## config.mk

```make
export PLATFORM = sky130hd
export DESIGN_NAME = usb_port_config_regs
export DESIGN_NICKNAME = d
export VERILOG_FILES = /design/src/rtl/usb_port_cfg_pkg.sv /design/src/rtl/usb_port_phy_select.sv /design/src/rtl/usb_port_config_regs.sv
export SDC_FILE = /design/constraint.sdc
export NUM_CORES = 1
export LEC_CHECK = 0
export BUFFER_PORTS_ARGS = -buffer_cell sky130_fd_sc_hd__buf_2
export CAP_MARGIN = 20
export CORE_MARGIN = 8
export CORE_UTILIZATION = 50
export DETAILED_ROUTE_END_ITERATION = 6
export HOLD_SLACK_MARGIN = 0.02
export PLACE_DENSITY = 0.79
export SYNTH_ARGS = -nofsm -noshare
export SYNTH_HDL_FRONTEND = slang
export SYNTH_SLANG_ARGS = --single-unit
```

## constraint.sdc

```tcl
create_clock -name clk_sys -period 1.6 [get_ports clk_sys]
set_input_delay 0.32 -clock clk_sys [delete_from_list [all_inputs] [get_ports clk_sys]]
set_output_delay 0.32 -clock clk_sys [all_outputs]
set_load 0.005 [all_outputs]
```

## src/rtl/usb_port_cfg_pkg.sv

```systemverilog
package usb_port_cfg_pkg;

    // ****************************************************************
    // Register map
    // ****************************************************************
    localparam logic [7:0] USB_PORT_CONTROL_OFFSET = 8'hE0;
    localparam logic [7:0] TX_SWING_DEEMPHASIS_OFFSET = 8'hE4;
    localparam logic [31:0] USB_PORT_CONTROL_RESET = 32'h0000_0000;
    localparam logic [31:0] TX_SWING_DEEMPHASIS_RESET = 32'h0000_0000;
    localparam logic [31:0] STICKY_RESET = 32'h0000_0000;

    // ****************************************************************
    // Field layout
    // ****************************************************************
    localparam int NUM_PORTS = 4;
    localparam int SS_FIXED_LSB = 4;
    localparam int HS_FIXED_LSB = 0;
    localparam int FIELD_WIDTH = 4;
    localparam int PORT_FIELD_STRIDE = 8;
    localparam int SWING_LSB = 4;
    localparam int DEEMPH_LSB = 0;
    // Bits of the control word kept in the sticky domain
    localparam logic [31:0] STICKY_MASK = 32'h0000_0000;
    // Bits of the control word that are storage at all
    localparam logic [31:0] CONTROL_RW_MASK = 32'hFFFF_FFFF;

    // ****************************************************************
    // Carriers
    // ****************************************************************
    typedef struct packed {
        logic rd;
        logic wr;
        logic [7:0] addr;
        logic [31:0] wdata;
    } cfg_req_type;

    typedef struct packed {
        logic [3:0] swing;
        logic [3:0] deemph;
    } phy_port_type;

endpackage

```

## src/rtl/usb_port_phy_select.sv

```systemverilog
`timescale 1ns/1ps
module usb_port_phy_select
    import usb_port_cfg_pkg::*;
#(
    parameter int PORTS = NUM_PORTS
) (
    input wire logic [31:0] field_word,
    input wire logic [PORTS-1:0] swing_override,
    input wire logic [PORTS-1:0] deemph_override,
    input wire phy_port_type [PORTS-1:0] default_setting,
    output phy_port_type [PORTS-1:0] applied_setting
);

    // ****************************************************************
    // Per-port override multiplex
    // ****************************************************************
    for (genvar p = 0; p < PORTS; p++) begin : g_port
        localparam int BASE = p * PORT_FIELD_STRIDE;
        always_comb begin
            applied_setting[p] = default_setting[p];
            if (swing_override[p]) begin
                applied_setting[p].swing = field_word[BASE+SWING_LSB +: FIELD_WIDTH];
            end
            if (deemph_override[p]) begin
                applied_setting[p].deemph = field_word[BASE+DEEMPH_LSB +: FIELD_WIDTH];
            end
        end
    end

endmodule

```

## src/rtl/usb_port_config_regs.sv

```systemverilog
// Notes on behaviour
// Bits 7:4 force superspeed ports' removable flag
// Bits 3:0 force high-speed ports' removable flag
// Two-port variant: ports 3,4 bits inert; the E4h fields of ports 3,4 still drive phy_setting under override
// Ordinary bits clear on any reset source
// Sticky bits survive fundamental reset only
// E4h swing/de-emphasis register, resets to zero
// E4h values apply only under PHY override
// Per-port 4-bit swing and de-emphasis fields
// Fixed-device bits live at E0h, reset zero
// Config reads return storage; writes act immediately; E4h writes reach phy_setting one cycle after swing_q
`timescale 1ns/1ps
module usb_port_config_regs
    import usb_port_cfg_pkg::*;
#(
    parameter bit FOUR_PORT_VARIANT = 1'b1
) (
    input wire logic clk_sys,
    input wire logic sys_rst,
    input wire logic pcie_fundamental_reset_n,
    input wire logic global_reset_n,
    input wire cfg_req_type cfg_req,
    input wire logic [NUM_PORTS-1:0] swing_override,
    input wire logic [NUM_PORTS-1:0] deemph_override,
    input wire phy_port_type [NUM_PORTS-1:0] default_setting,
    output logic [31:0] cfg_rdata,
    output logic cfg_ack,
    output logic [NUM_PORTS-1:0] ss_device_removable_flag,
    output logic [NUM_PORTS-1:0] hs_device_removable_flag,
    output phy_port_type [NUM_PORTS-1:0] phy_setting
);

    // ****************************************************************
    // Reset pin synchronisers
    // ****************************************************************
    logic [1:0] pcie_fundamental_reset_n_sync_q;
    logic [1:0] pcie_fundamental_reset_n_sync_d;
    logic [1:0] global_reset_n_sync_q;
    logic [1:0] global_reset_n_sync_d;

    always_comb begin
        pcie_fundamental_reset_n_sync_d = {pcie_fundamental_reset_n_sync_q[0], pcie_fundamental_reset_n};
        global_reset_n_sync_d = {global_reset_n_sync_q[0], global_reset_n};
    end

    always_ff @(posedge clk_sys) begin
        if (sys_rst) begin
            pcie_fundamental_reset_n_sync_q <= 2'h0;
            global_reset_n_sync_q <= 2'h0;
        end else begin
            pcie_fundamental_reset_n_sync_q <= pcie_fundamental_reset_n_sync_d;
            global_reset_n_sync_q <= global_reset_n_sync_d;
        end
    end

    // Power-on (sys_rst) or global reset clears everything
    logic sticky_clear;
    logic plain_clear;
    assign sticky_clear = sys_rst | ~global_reset_n_sync_q[1];
    assign plain_clear = sticky_clear | ~pcie_fundamental_reset_n_sync_q[1];

    // ****************************************************************
    // Register storage
    // ****************************************************************
    logic [31:0] control_q;
    logic [31:0] control_d;
    logic [31:0] swing_q;
    logic [31:0] swing_d;
    logic wr_control;
    logic wr_swing;

    assign wr_control = cfg_req.wr && (cfg_req.addr == USB_PORT_CONTROL_OFFSET);
    assign wr_swing = cfg_req.wr && (cfg_req.addr == TX_SWING_DEEMPHASIS_OFFSET);

    always_comb begin
        control_d = control_q;
        swing_d = swing_q;
        if (wr_control) begin
            control_d = cfg_req.wdata & CONTROL_RW_MASK;
        end
        if (wr_swing) begin
            swing_d = cfg_req.wdata;
        end
    end

    // Sticky bits held apart so a fundamental reset leaves them alone
    always_ff @(posedge clk_sys) begin
        if (plain_clear) begin
            control_q <= (USB_PORT_CONTROL_RESET & ~STICKY_MASK) | (control_q & STICKY_MASK);
            swing_q <= TX_SWING_DEEMPHASIS_RESET;
            if (sticky_clear) begin
                control_q <= USB_PORT_CONTROL_RESET;
            end
        end else begin
            control_q <= control_d;
            swing_q <= swing_d;
        end
    end

    // ****************************************************************
    // Read path and forced flags
    // ****************************************************************
    function automatic logic [31:0] read_mux(input logic [7:0] addr, input logic [31:0] c, input logic [31:0] s);
        case (addr)
            USB_PORT_CONTROL_OFFSET: read_mux = c;
            TX_SWING_DEEMPHASIS_OFFSET: read_mux = s;
            default: read_mux = 32'h0000_0000;
        endcase
    endfunction

    logic [31:0] rdata_d;
    logic ack_d;
    logic [NUM_PORTS-1:0] port_present;
    logic [NUM_PORTS-1:0] ss_flag_d;
    logic [NUM_PORTS-1:0] hs_flag_d;
    phy_port_type [NUM_PORTS-1:0] applied;

    // Ports 3 and 4 are absent on the two-port part
    assign port_present = FOUR_PORT_VARIANT ? 4'hF : 4'h3;

    always_comb begin
        rdata_d = cfg_req.rd ? read_mux(cfg_req.addr, control_q, swing_q) : cfg_rdata;
        ack_d = cfg_req.rd | cfg_req.wr;
        // Driven from control_d so the flag follows the write on the same edge
        ss_flag_d = control_d[SS_FIXED_LSB +: NUM_PORTS] & port_present;
        hs_flag_d = control_d[HS_FIXED_LSB +: NUM_PORTS] & port_present;
    end

    usb_port_phy_select #(
        .PORTS(NUM_PORTS)
    ) u_phy_select (
        .field_word(swing_q),
        .swing_override(swing_override),
        .deemph_override(deemph_override),
        .default_setting(default_setting),
        .applied_setting(applied)
    );

    always_ff @(posedge clk_sys) begin
        if (plain_clear) begin
            cfg_rdata <= 32'h0000_0000;
            cfg_ack <= 1'b0;
            ss_device_removable_flag <= 4'h0;
            hs_device_removable_flag <= 4'h0;
            phy_setting <= default_setting;
        end else begin
            cfg_rdata <= rdata_d;
            cfg_ack <= ack_d;
            ss_device_removable_flag <= ss_flag_d;
            hs_device_removable_flag <= hs_flag_d;
            phy_setting <= applied;
        end
    end

endmodule

```

==> results.sh, run 1 <==
export IMPL_outcome="completed"
export IMPL_cts_made_buffers=17
export IMPL_dp_hpwl_mm=9.097
export IMPL_clk_pin_slew_worst_paths_ns=0.06
export IMPL_worstSetupPathType="flop to flop"
export IMPL_p_per_area_mw_per_mm2=1154
export IMPL_routed_via_density=5.144
export IMPL_maxSlewHeadroom=0.5781
export IMPL_netlist_area_mm2=0.004955
export IMPL_cp_num_buf_inv=2
export IMPL_crit_cells=5
export IMPL_slew_violations=0
export IMPL_min_period_ns=1.447
export IMPL_place_gp_congestion=0.7283
export IMPL_reg2regPathDepth=5
export IMPL_setup_viol=0
export IMPL_ir_drop_mv=0.6003
export IMPL_start_kind="flop"
export IMPL_grt_antenna_before_repair=0
export IMPL_post_place_ws_ns=0.02278
export IMPL_combPwrFrac=0.035
export IMPL_n_fill_cell=720
export IMPL_htree_levels=4
export IMPL_grt_pass1_wl_mm=20.58
export IMPL_detail_route_antenna_nets=0
export IMPL_finalCritPeriodShare=0.9045
export IMPL_fin_skew_ns=0.005299
export IMPL_die_h_um=115.5
export IMPL_synth_nets=536
export IMPL_syn_inst=450
export IMPL_mostFrequentLayoutCells="buf_2 (158), dfxtp_1 (133), nand2_1 (104)"
export IMPL_switching_share=0.1955
export IMPL_seq_area_frac_synth=0.5374
export IMPL_clock_latency_ns=0.52
export IMPL_worst_path_dominant_cell_family="buffers and inverters"
export IMPL_worstMarginPinSlew_ns=0.6329
export IMPL_drt_iter0_drc=140
export IMPL_path_cells="and3b_4, buf_4, buf_4, nand2_1, mux2i_1"
export IMPL_finalHoldViolCount=0
export IMPL_ys_types=22
export IMPL_rows=36
export IMPL_die_w_um=115.5
export IMPL_crit_required_ns=2.03
export IMPL_start_util=0.5116
export IMPL_grt_overflow_total=0
export IMPL_cts_sinks=133
export IMPL_ys_seq_elements=133
export IMPL_p_sw_mw=1.523
export IMPL_max_freq_mhz=691.0
export IMPL_firstDrtPassIters=4
export IMPL_arrival_ns=1.88
export IMPL_crit_path_end_kind="flop"
export IMPL_final_nets=717
export IMPL_min_path_type="input pin to flop"
export IMPL_antenna_cells=0
export IMPL_routed_wl_mm=12.93
export IMPL_cpMaxStageDelayCell="dfxtp_1"
export IMPL_design_core_area_mm2=0.009684
export IMPL_grt_use_total=0.1979
export IMPL_post_cts_buffers=0
export IMPL_r2r_slack_ns=0.15
export IMPL_grt_max_degree=33
export IMPL_ys_warn_count=0
export IMPL_crit_top_cell="buf_4"
export IMPL_p_leak_nw=3.311
export IMPL_crit_reg2reg_launch="global_reset_n_sync_q[1]"
export IMPL_grt_pass1_vias=4285
export IMPL_cts_resized_gates=0
export IMPL_port_buffers=158
export IMPL_p_int_mw=6.267
export IMPL_critPathMaxFanout=23
export IMPL_dieArea_mm2=0.01335
export IMPL_area_growth_pct=36.21
export IMPL_clkPwrFrac=0.532
export IMPL_cts_tree="done"
export IMPL_worst_slack_ns=0.1528
export IMPL_syn_area_per_cell_um2=11.01
export IMPL_r2r_end="swing_q[8]"
export IMPL_min_path_cells=2
export IMPL_vias=3997
export IMPL_io_pins=159
export IMPL_rsz0062_at_grt="no"
export IMPL_drc_errors=0
export IMPL_wl_per_cell_um=16.64
export IMPL_max_cap_violations=0
export IMPL_cp_startpoint="global_reset_n_sync_q[1]"
export IMPL_critPathMaxStageDelay_ns=0.33
export IMPL_final_common_cell="buf_2"
export IMPL_cp_endpoint="swing_q[8]"
export IMPL_hold_ws_ns=0.03684
export IMPL_setup_tns_ns=0
export IMPL_pwr_share_seq=0.433
export IMPL_drive_gt1_frac=0.3789
export IMPL_cts_root_buf="clkbuf_8"
export IMPL_cts_buffer_depth=2
==> per-layer routing <==
| metal | wire length (um) | vias to the layer above | track usage | share of wire |
|---|---|---|---|---|
| li1 | - | 1916 | - | - |
| met1 | 5111 | 1918 | 0.2100 | 0.40 |
| met2 | 6627 | 142 | 0.3547 | 0.51 |
| met3 | 974 | 21 | 0.05732 | 0.075 |
| met4 | 218 | 0 | 0.09107 | 0.017 |
| met5 | 0 | - | 0 | 0 |
==> cell families (layout without fill, tap and decap cells) <==
family | Yosys count | in the layout | share of synthesized area
and+or+nand+nor | 150 | 150 | 0.1432
AOI/OAI and AO/OA | 33 | 33 | 0.06616
DFF | 133 | 133 | 0.5374
buffers and inverters | 38 | 232 | 0.05126
muxes | 96 | 96 | 0.2020
==> power groups by stage <==
stage	sequential, mW	combinational (mW)	clock, mW
after global placement	3.44	0.219	0
after floorplan	3.45	0.0549	0
final	3.37	0.275	4.14
after detailed placement	3.44	0.228	0
after global routing	3.38	0.301	4.36
after CTS	3.37	0.276	4.20
==> sequential cells by signal, summed over array words and instances (netlist names) <==
signal,count
control_q,32
phy_setting,32
global_reset_n_sync_q,2
cfg_ack,1
swing_q,32
cfg_rdata,32
pcie_fundamental_reset_n_sync_q,2
==> synthesized netlist by cell type, drive strengths merged <==
cell,count,area [um^2]
buf,34,239.0
and3,1,6.260
o21a,1,7.510
mux2,32,360.4
nor4,1,6.260
dfxtp,133,2663
and4b,1,10.01
and2,32,200.2
and4bb,1,12.51
nor4b,1,15.01
and4,2,20.02
clkbuf,4,15.01
a221o,32,320.3
and3b,1,8.760
and2b,4,30.03
nand3,2,10.01
nand2,104,390.4
mux2i,64,640.6
==> area by class of cell <==
cell class	instances	area [um^2]	share of cell area
sequential	133	2663	0.3945
multi-input combinational	279	2052	0.3040
timing repair buffer	200	1231	0.1824
clock buffer	19	431.7	0.06396
clock inverter	13	205.2	0.03040
tap	133	166.4	0.02466
==> stage by stage <==
| step | cell area (um^2) | power, mW | util | cells |
|---|---|---|---|---|
| floorplan | 4955 | 3.507 | - | 450 |
| global placement | 5862 | 3.662 | 0.6053 | 720 |
| detailed placement | 5862 | 3.672 | 0.6053 | 720 |
| CTS | 6749 | 7.849 | 0.6969 | 777 |
| global route | 6749 | 8.040 | 0.6969 | 777 |
| finish | 6749 | 7.791 | 0.6969 | 777 |
==> worst min path at each step <==
stage / startpoint / endpoint / slack, ns
after CTS: default_setting[31] / phy_setting[31] / 0.02
after global routing: default_setting[29] / phy_setting[29] / 0.03
after detailed placement: global_reset_n_sync_q[0] / global_reset_n_sync_q[1] / 0.42
after floorplan: global_reset_n_sync_q[0] / global_reset_n_sync_q[1] / 0.41
final: default_setting[29] / phy_setting[29] / 0.04
after global placement: global_reset_n_sync_q[0] / global_reset_n_sync_q[1] / 0.43
==> timing repair <==
item / CTS / global route
endpoints found under the setup margin: 0 / 0
hold buffers: 25 / 0
endpoints found under the hold margin: 25 / 0
Note: power is estimated with default switching activity, not from simulation.
==> inputs of run 2 (changes only) <==
--- a/config.mk
+++ b/config.mk
@@ -5,10 +5,11 @@
 export SDC_FILE = /design/constraint.sdc
 export NUM_CORES = 1
 export LEC_CHECK = 0
+export ABC_AREA = 1
 export BUFFER_PORTS_ARGS = -buffer_cell sky130_fd_sc_hd__buf_2
 export CAP_MARGIN = 20
 export CORE_MARGIN = 8
-export CORE_UTILIZATION = 50
+export CORE_UTILIZATION = 52
 export DETAILED_ROUTE_END_ITERATION = 6
 export HOLD_SLACK_MARGIN = 0.02
 export PLACE_DENSITY = 0.79
==> results.sh, run 2 <==
export IMPL_outcome="completed"
export IMPL_min_period_ns=1.531
export IMPL_max_cap_violations=0
export IMPL_cts_root_buf="clkbuf_8"
export IMPL_firstDrtPassIters=4
export IMPL_synth_top_cells_by_count="nor2_1 (198), nand2_1 (196), dfxtp_1 (133)"
export IMPL_grt_use_total=0.1988
export IMPL_p_per_area_mw_per_mm2=980.7
export IMPL_synth_area_top_cells="dfxtp_1 (46%), nor2_1 (13%), nand2_1 (13%), nand3_1 (8.3%), inv_1 (7.2%)"
export IMPL_antenna_cells=0
export IMPL_grt_pass1_wl_mm=23.81
export IMPL_hold_ws_ns=0.04025
export IMPL_p_int_mw=5.842
export IMPL_ys_warn_count=0
export IMPL_post_cts_buffers=0
export IMPL_cts_sinks=133
export IMPL_crit_path_end_kind="flop"
export IMPL_synth_top_cell_by_area="dfxtp_1"
export IMPL_drt_iter0_drc=480
export IMPL_grt_max_degree=66
export IMPL_worstMarginPinSlew_ns=0.4211
export IMPL_dp_hpwl_mm=9.233
export IMPL_fin_skew_ns=0.008166
export IMPL_cts_tree="done"
export IMPL_placed_cell_area_mm2=0.006650
export IMPL_final_nets=1102
export IMPL_min_to="control_q[26]"
export IMPL_min_path_type="input pin to flop"
export IMPL_max_freq_mhz=653.3
export IMPL_clk_pin_slew_worst_paths_ns=0.06
export IMPL_ys_async_sr_fraction=0
export IMPL_port_buffers=158
export IMPL_p_leak_nw=4.130
export IMPL_clkPwrFrac=0.485
export IMPL_drc_errors=0
export IMPL_slew_violations=0
export IMPL_vias=5491
export IMPL_grt_overflow_total=0
export IMPL_routed_via_density=4.705
export IMPL_finalHoldViolCount=0
export IMPL_p_sw_mw=1.597
export IMPL_arrival_ns=1.94
export IMPL_die_h_um=121.8
export IMPL_routed_wl_mm=14.62
export IMPL_synthAdderAreaFrac=0
export IMPL_final_common_cell="nor2_1"
export IMPL_critPathMaxFanout=17
export IMPL_clock_latency_ns=0.52
export IMPL_htree_levels=4
export IMPL_synthFlopType="dfxtp_1"
export IMPL_detail_route_antenna_nets=0
export IMPL_crit_required_ns=2.01
export IMPL_mostFrequentLayoutCells="nor2_1 (198), nand2_1 (196), buf_2 (158)"
export IMPL_min_path_cells=3
export IMPL_pwr_share_seq=0.454
export IMPL_ys_types=18
export IMPL_ys_seq_elements=133
export IMPL_worstSetupPathType="input pin to flop"
export IMPL_rsz0062_at_grt="yes"
export IMPL_place_gp_congestion=0.7732
export IMPL_netlist_area_mm2=0.005819
export IMPL_maxSlewHeadroom=0.7193
export IMPL_finalInstanceArea_mm2=0.007586
export IMPL_r2r_slack_ns=0.26
export IMPL_io_pins=159
export IMPL_hp_start="cfg_req[26]"
export IMPL_synth_enable_flop_cells=0
export IMPL_finalCritPeriodShare=0.9567
export IMPL_drive_gt1_frac=0.2132
export IMPL_wl_per_cell_um=12.53
export IMPL_seq_area_frac_synth=0.4575
export IMPL_setup_viol=0
export IMPL_cts_buffer_depth=2
export IMPL_syn_inst=836
export IMPL_synth_simple_gate_area_share=0.3707
export IMPL_yosysMostFrequentCell="nor2_1"
export IMPL_rows=38
export IMPL_combPwrFrac=0.061
export IMPL_cts_made_buffers=17
export IMPL_grt_antenna_before_repair=0
export IMPL_synth_nets=922
export IMPL_r2r_end="phy_setting[21]"
export IMPL_synth_compound_area_frac=0.04128
export IMPL_die_w_um=121.8
export IMPL_grt_pass1_vias=5045
export IMPL_ir_drop_mv=0.8163
export IMPL_switching_share=0.2147
export IMPL_reg2regPathDepth=7
export IMPL_synthMuxAreaShare=0
export IMPL_dieArea_mm2=0.01483
export IMPL_start_kind="input pin"
export IMPL_synth_top_family_by_area="simple AND/OR/NAND/NOR gates"
export IMPL_design_core_area_mm2=0.01089
export IMPL_yosys_area_share_xor_xnor=0
export IMPL_start_util=0.5345
export IMPL_syn_area_per_cell_um2=6.961
export IMPL_synth_top_area_share=0.4575
export IMPL_area_growth_pct=30.36
export IMPL_crit_reg2reg_launch="global_reset_n_sync_q[1]"
## run 2: worst max path at each step
stage / startpoint / end / cells past startpoint / slack (ns)
global placement: sys_rst / phy_setting[18] / 7 / 0.15
global route: sys_rst / phy_setting[9] / 7 / -0.002
floorplan: cfg_req[36] / swing_q[10] / 7 / 0.44
CTS: sys_rst / phy_setting[9] / 7 / 0.11
finish: sys_rst / phy_setting[21] / 8 / 0.07
detailed placement: sys_rst / phy_setting[19] / 7 / 0.12
## run 2: cells by family after synthesis
logic type,count (synthesis)
buf+inv,165
simple gates,506
compound gates,32
flops,133
## run 2: final cells by class
cell class                      instances  area (um^2)
Fill cell                             930         3302
Sequential cell                       133         2663
Multi-Input combinational cell        538         2397
Timing Repair Buffer                  211         1374
Clock buffer                           21        439.2
Inverter                              115        431.7
Tap cell                              140        175.2
Clock inverter                          9        106.4
## run 2: worst max-delay path, cell delays in order
cell,delay [ns]
dlygate4sd3_1,0.54
buf_2,0.16
nor2_2,0.14
nand2_4,0.21
buf_12,0.24
nor2_8,0.13
nand2_1,0.08
o21a_1,0.11
## run 2: through the flow
step	std cells	util	power [mW]	TNS, ns	worst slack, ns
2_1_floorplan	836	-	3.629	0	0.4405
3_3_place_gp	1098	0.6108	3.820	0	0.1548
3_5_place_dp	1098	0.6108	3.822	0	0.1236
4_1_cts	1167	0.6967	7.485	0	0.1120
5_1_grt	1167	0.6967	7.713	-0.002310	-0.002310
6_report	1167	0.6967	7.439	0	0.06925
## run 2: metal layers
metal	routed length (um)	vias up	part of all wire	global-route usage
li1	-	2866	-	-
met2	7026	180	0.48	0.3276
met5	0	-	0	0
met1	6182	2422	0.42	0.2348
met4	237	0	0.016	0.07941
met3	1172	23	0.080	0.06478
## run 2: what timing repair did
action / in CTS / in global routing
gates resized for setup: 0 / 0
endpoints found under the hold margin: 40 / 0
hold buffers: 39 / 0
endpoints found under the setup margin: 0 / 1
## run 2: power by group through the flow
| stage | Combinational (mW) | Clock, mW | Sequential [mW] |
|---|---|---|---|
| finish | 0.453 | 3.61 | 3.38 |
| detailed placement | 0.374 | 0 | 3.45 |
| global placement | 0.373 | 0 | 3.45 |
| floorplan | 0.172 | 0 | 3.46 |
| global route | 0.496 | 3.84 | 3.38 |
| CTS | 0.450 | 3.66 | 3.38 |
==> inputs of run 3 (changes only) <==
==> constraint.sdc (replaced) <==
create_clock -name clk_sys -period 1.6 [get_ports clk_sys]
set_input_delay 0.32 -clock clk_sys [delete_from_list [all_inputs] [get_ports clk_sys]]
set_output_delay 0.32 -clock clk_sys [all_outputs]
set_load 0.1 [all_outputs]
==> results.sh, run 3 (same netlist as run 2, synthesis figures left out) <==
export IMPL_outcome="completed"
export IMPL_r2r_end="phy_setting[21]"
export IMPL_worst_path_dominant_cell_family="buffers and inverters"
export IMPL_routed_wl_mm=14.87
export IMPL_cpMaxStageDelayCell="buf_2"
export IMPL_min_period_ns=1.559
export IMPL_rows=38
export IMPL_grt_overflow_total=0
export IMPL_crit_required_ns=1.28
export IMPL_crit_reg2reg_launch="global_reset_n_sync_q[1]"
export IMPL_arrival_ns=1.24
export IMPL_htree_levels=4
export IMPL_grt_max_degree=66
export IMPL_finalCritPeriodShare=0.9747
export IMPL_cts_sinks=133
export IMPL_place_gp_congestion=0.7732
export IMPL_cp_startpoint="phy_setting[15]"
export IMPL_firstDrtPassIters=4
export IMPL_drt_iter0_drc=447
export IMPL_mostFrequentLayoutCells="nor2_1 (198), nand2_1 (196), dfxtp_1 (133)"
export IMPL_finalHoldViolCount=0
export IMPL_clk_pin_slew_worst_paths_ns=0.06
export IMPL_max_freq_mhz=641.2
export IMPL_area_growth_pct=33.11
export IMPL_p_leak_nw=4.139
export IMPL_worstMarginPinSlew_ns=0.4890
export IMPL_critPathMaxStageDelay_ns=0.42
export IMPL_hold_ws_ns=0.03986
export IMPL_design_core_area_mm2=0.01089
export IMPL_worstSetupPathType="flop to primary output"
export IMPL_io_pins=159
export IMPL_slew_violations=0
export IMPL_drive_gt1_frac=0.2132
export IMPL_path_cells="buf_2"
export IMPL_grt_antenna_before_repair=0
export IMPL_maxSlewHeadroom=0.6763
export IMPL_cp_num_buf_inv=1
export IMPL_final_common_cell="nor2_1"
export IMPL_drc_errors=0
export IMPL_cts_tree="done"
export IMPL_start_util=0.5345
export IMPL_dieArea_mm2=0.01483
export IMPL_cts_made_buffers=17
export IMPL_grt_pass1_wl_mm=24.09
export IMPL_crit_path_end_kind="primary output"
export IMPL_antenna_cells=0
export IMPL_cts_buffer_depth=2
export IMPL_vias=5545
export IMPL_crit_cells=1
export IMPL_wl_per_cell_um=12.74
export IMPL_final_nets=1102
export IMPL_grt_pass1_vias=5085
export IMPL_die_h_um=121.8
export IMPL_clock_latency_ns=0.52
export IMPL_port_buffers=158
export IMPL_fin_skew_ns=0.009616
export IMPL_ir_drop_mv=0.8183
export IMPL_detail_route_antenna_nets=0
export IMPL_reg2regPathDepth=7
export IMPL_total_power_mw=7.801
export IMPL_min_path_type="input pin to flop"
export IMPL_r2r_slack_ns=0.24
export IMPL_p_per_area_mw_per_mm2=1007
export IMPL_die_w_um=121.8
export IMPL_critPathMaxFanout=1
export IMPL_grt_use_total=0.2011
export IMPL_routed_via_density=4.751
export IMPL_cts_root_buf="clkbuf_8"
export IMPL_rsz0062_at_grt="yes"
export IMPL_cp_endpoint="phy_setting[15]"
export IMPL_start_kind="flop"
export IMPL_dp_hpwl_mm=9.233
export IMPL_max_cap_violations=0
export IMPL_setup_viol=0
export IMPL_post_cts_buffers=0
## run 3: cell count changes in the layout (fill, tap and decap cells not counted)
cell      change
buf_2        -64
buf_4        +41
clkbuf_4     +23
## run 3: routing by layer
| metal | wire length (um) | part of all wire | vias to the layer above | global-route usage |
|---|---|---|---|---|
| met1 | 6160 | 0.41 | 2461 | 0.2366 |
| met3 | 1244 | 0.084 | 25 | 0.06478 |
| met4 | 258 | 0.017 | 0 | 0.08173 |
| li1 | - | - | 2864 | - |
| met5 | 0 | 0 | - | 0 |
| met2 | 7207 | 0.48 | 195 | 0.3324 |
## run 3: final cells by class
cell class                      instances  area [um^2]
Clock buffer                           21        439.2
Clock inverter                          9        106.4
Fill cell                             889         3142
Inverter                              115        431.7
Multi-Input combinational cell        538         2397
Sequential cell                       133         2663
Tap cell                              140        175.2
Timing Repair Buffer                  211         1534
## run 3: worst min path at each step
stage / start / end / slack, ns / cells after the start
final: cfg_req[26] / control_q[26] / 0.04 / 3
after global routing: cfg_req[26] / control_q[26] / 0.02 / 3
after CTS: cfg_req[26] / control_q[26] / 0.02 / 3
after detailed placement: pcie_fundamental_reset_n_sync_q[0] / pcie_fundamental_reset_n_sync_q[1] / 0.39 / 2
after global placement: global_reset_n_sync_q[0] / global_reset_n_sync_q[1] / 0.39 / 2
after floorplan: global_reset_n_sync_q[0] / global_reset_n_sync_q[1] / 0.39 / 2
## run 3: report_power, final
part,switching (mW),internal [mW],leakage (nW),total (mW)
Clock,1.38,2.23,0.260,3.62
Combinational,0.546,0.263,2.80,0.809
Sequential,0.0126,3.36,1.08,3.38
Total,1.94,5.86,4.14,7.80
## run 3: per-stage QoR
stage | TNS [ns] | cell area [um^2] | util | cells | worst slack [ns]
6_report | 0 | 7746 | 0.7114 | 1167 | 0.04051
5_1_grt | -0.006251 | 7746 | 0.7114 | 1167 | -0.006251
4_1_cts | 0 | 7689 | 0.7062 | 1167 | 0.002546
3_5_place_dp | 0 | 6650 | 0.6108 | 1098 | 0.1236
3_3_place_gp | 0 | 6650 | 0.6108 | 1098 | 0.1548
2_1_floorplan | 0 | 5819 | - | 836 | 0.3040
## run 3: repair_timing
item	in CTS	in global routing
endpoints found under the hold margin	40	0
hold buffers	39	0
resized for setup	41	23
endpoints found under the setup margin	41	24
pin swaps	0	0
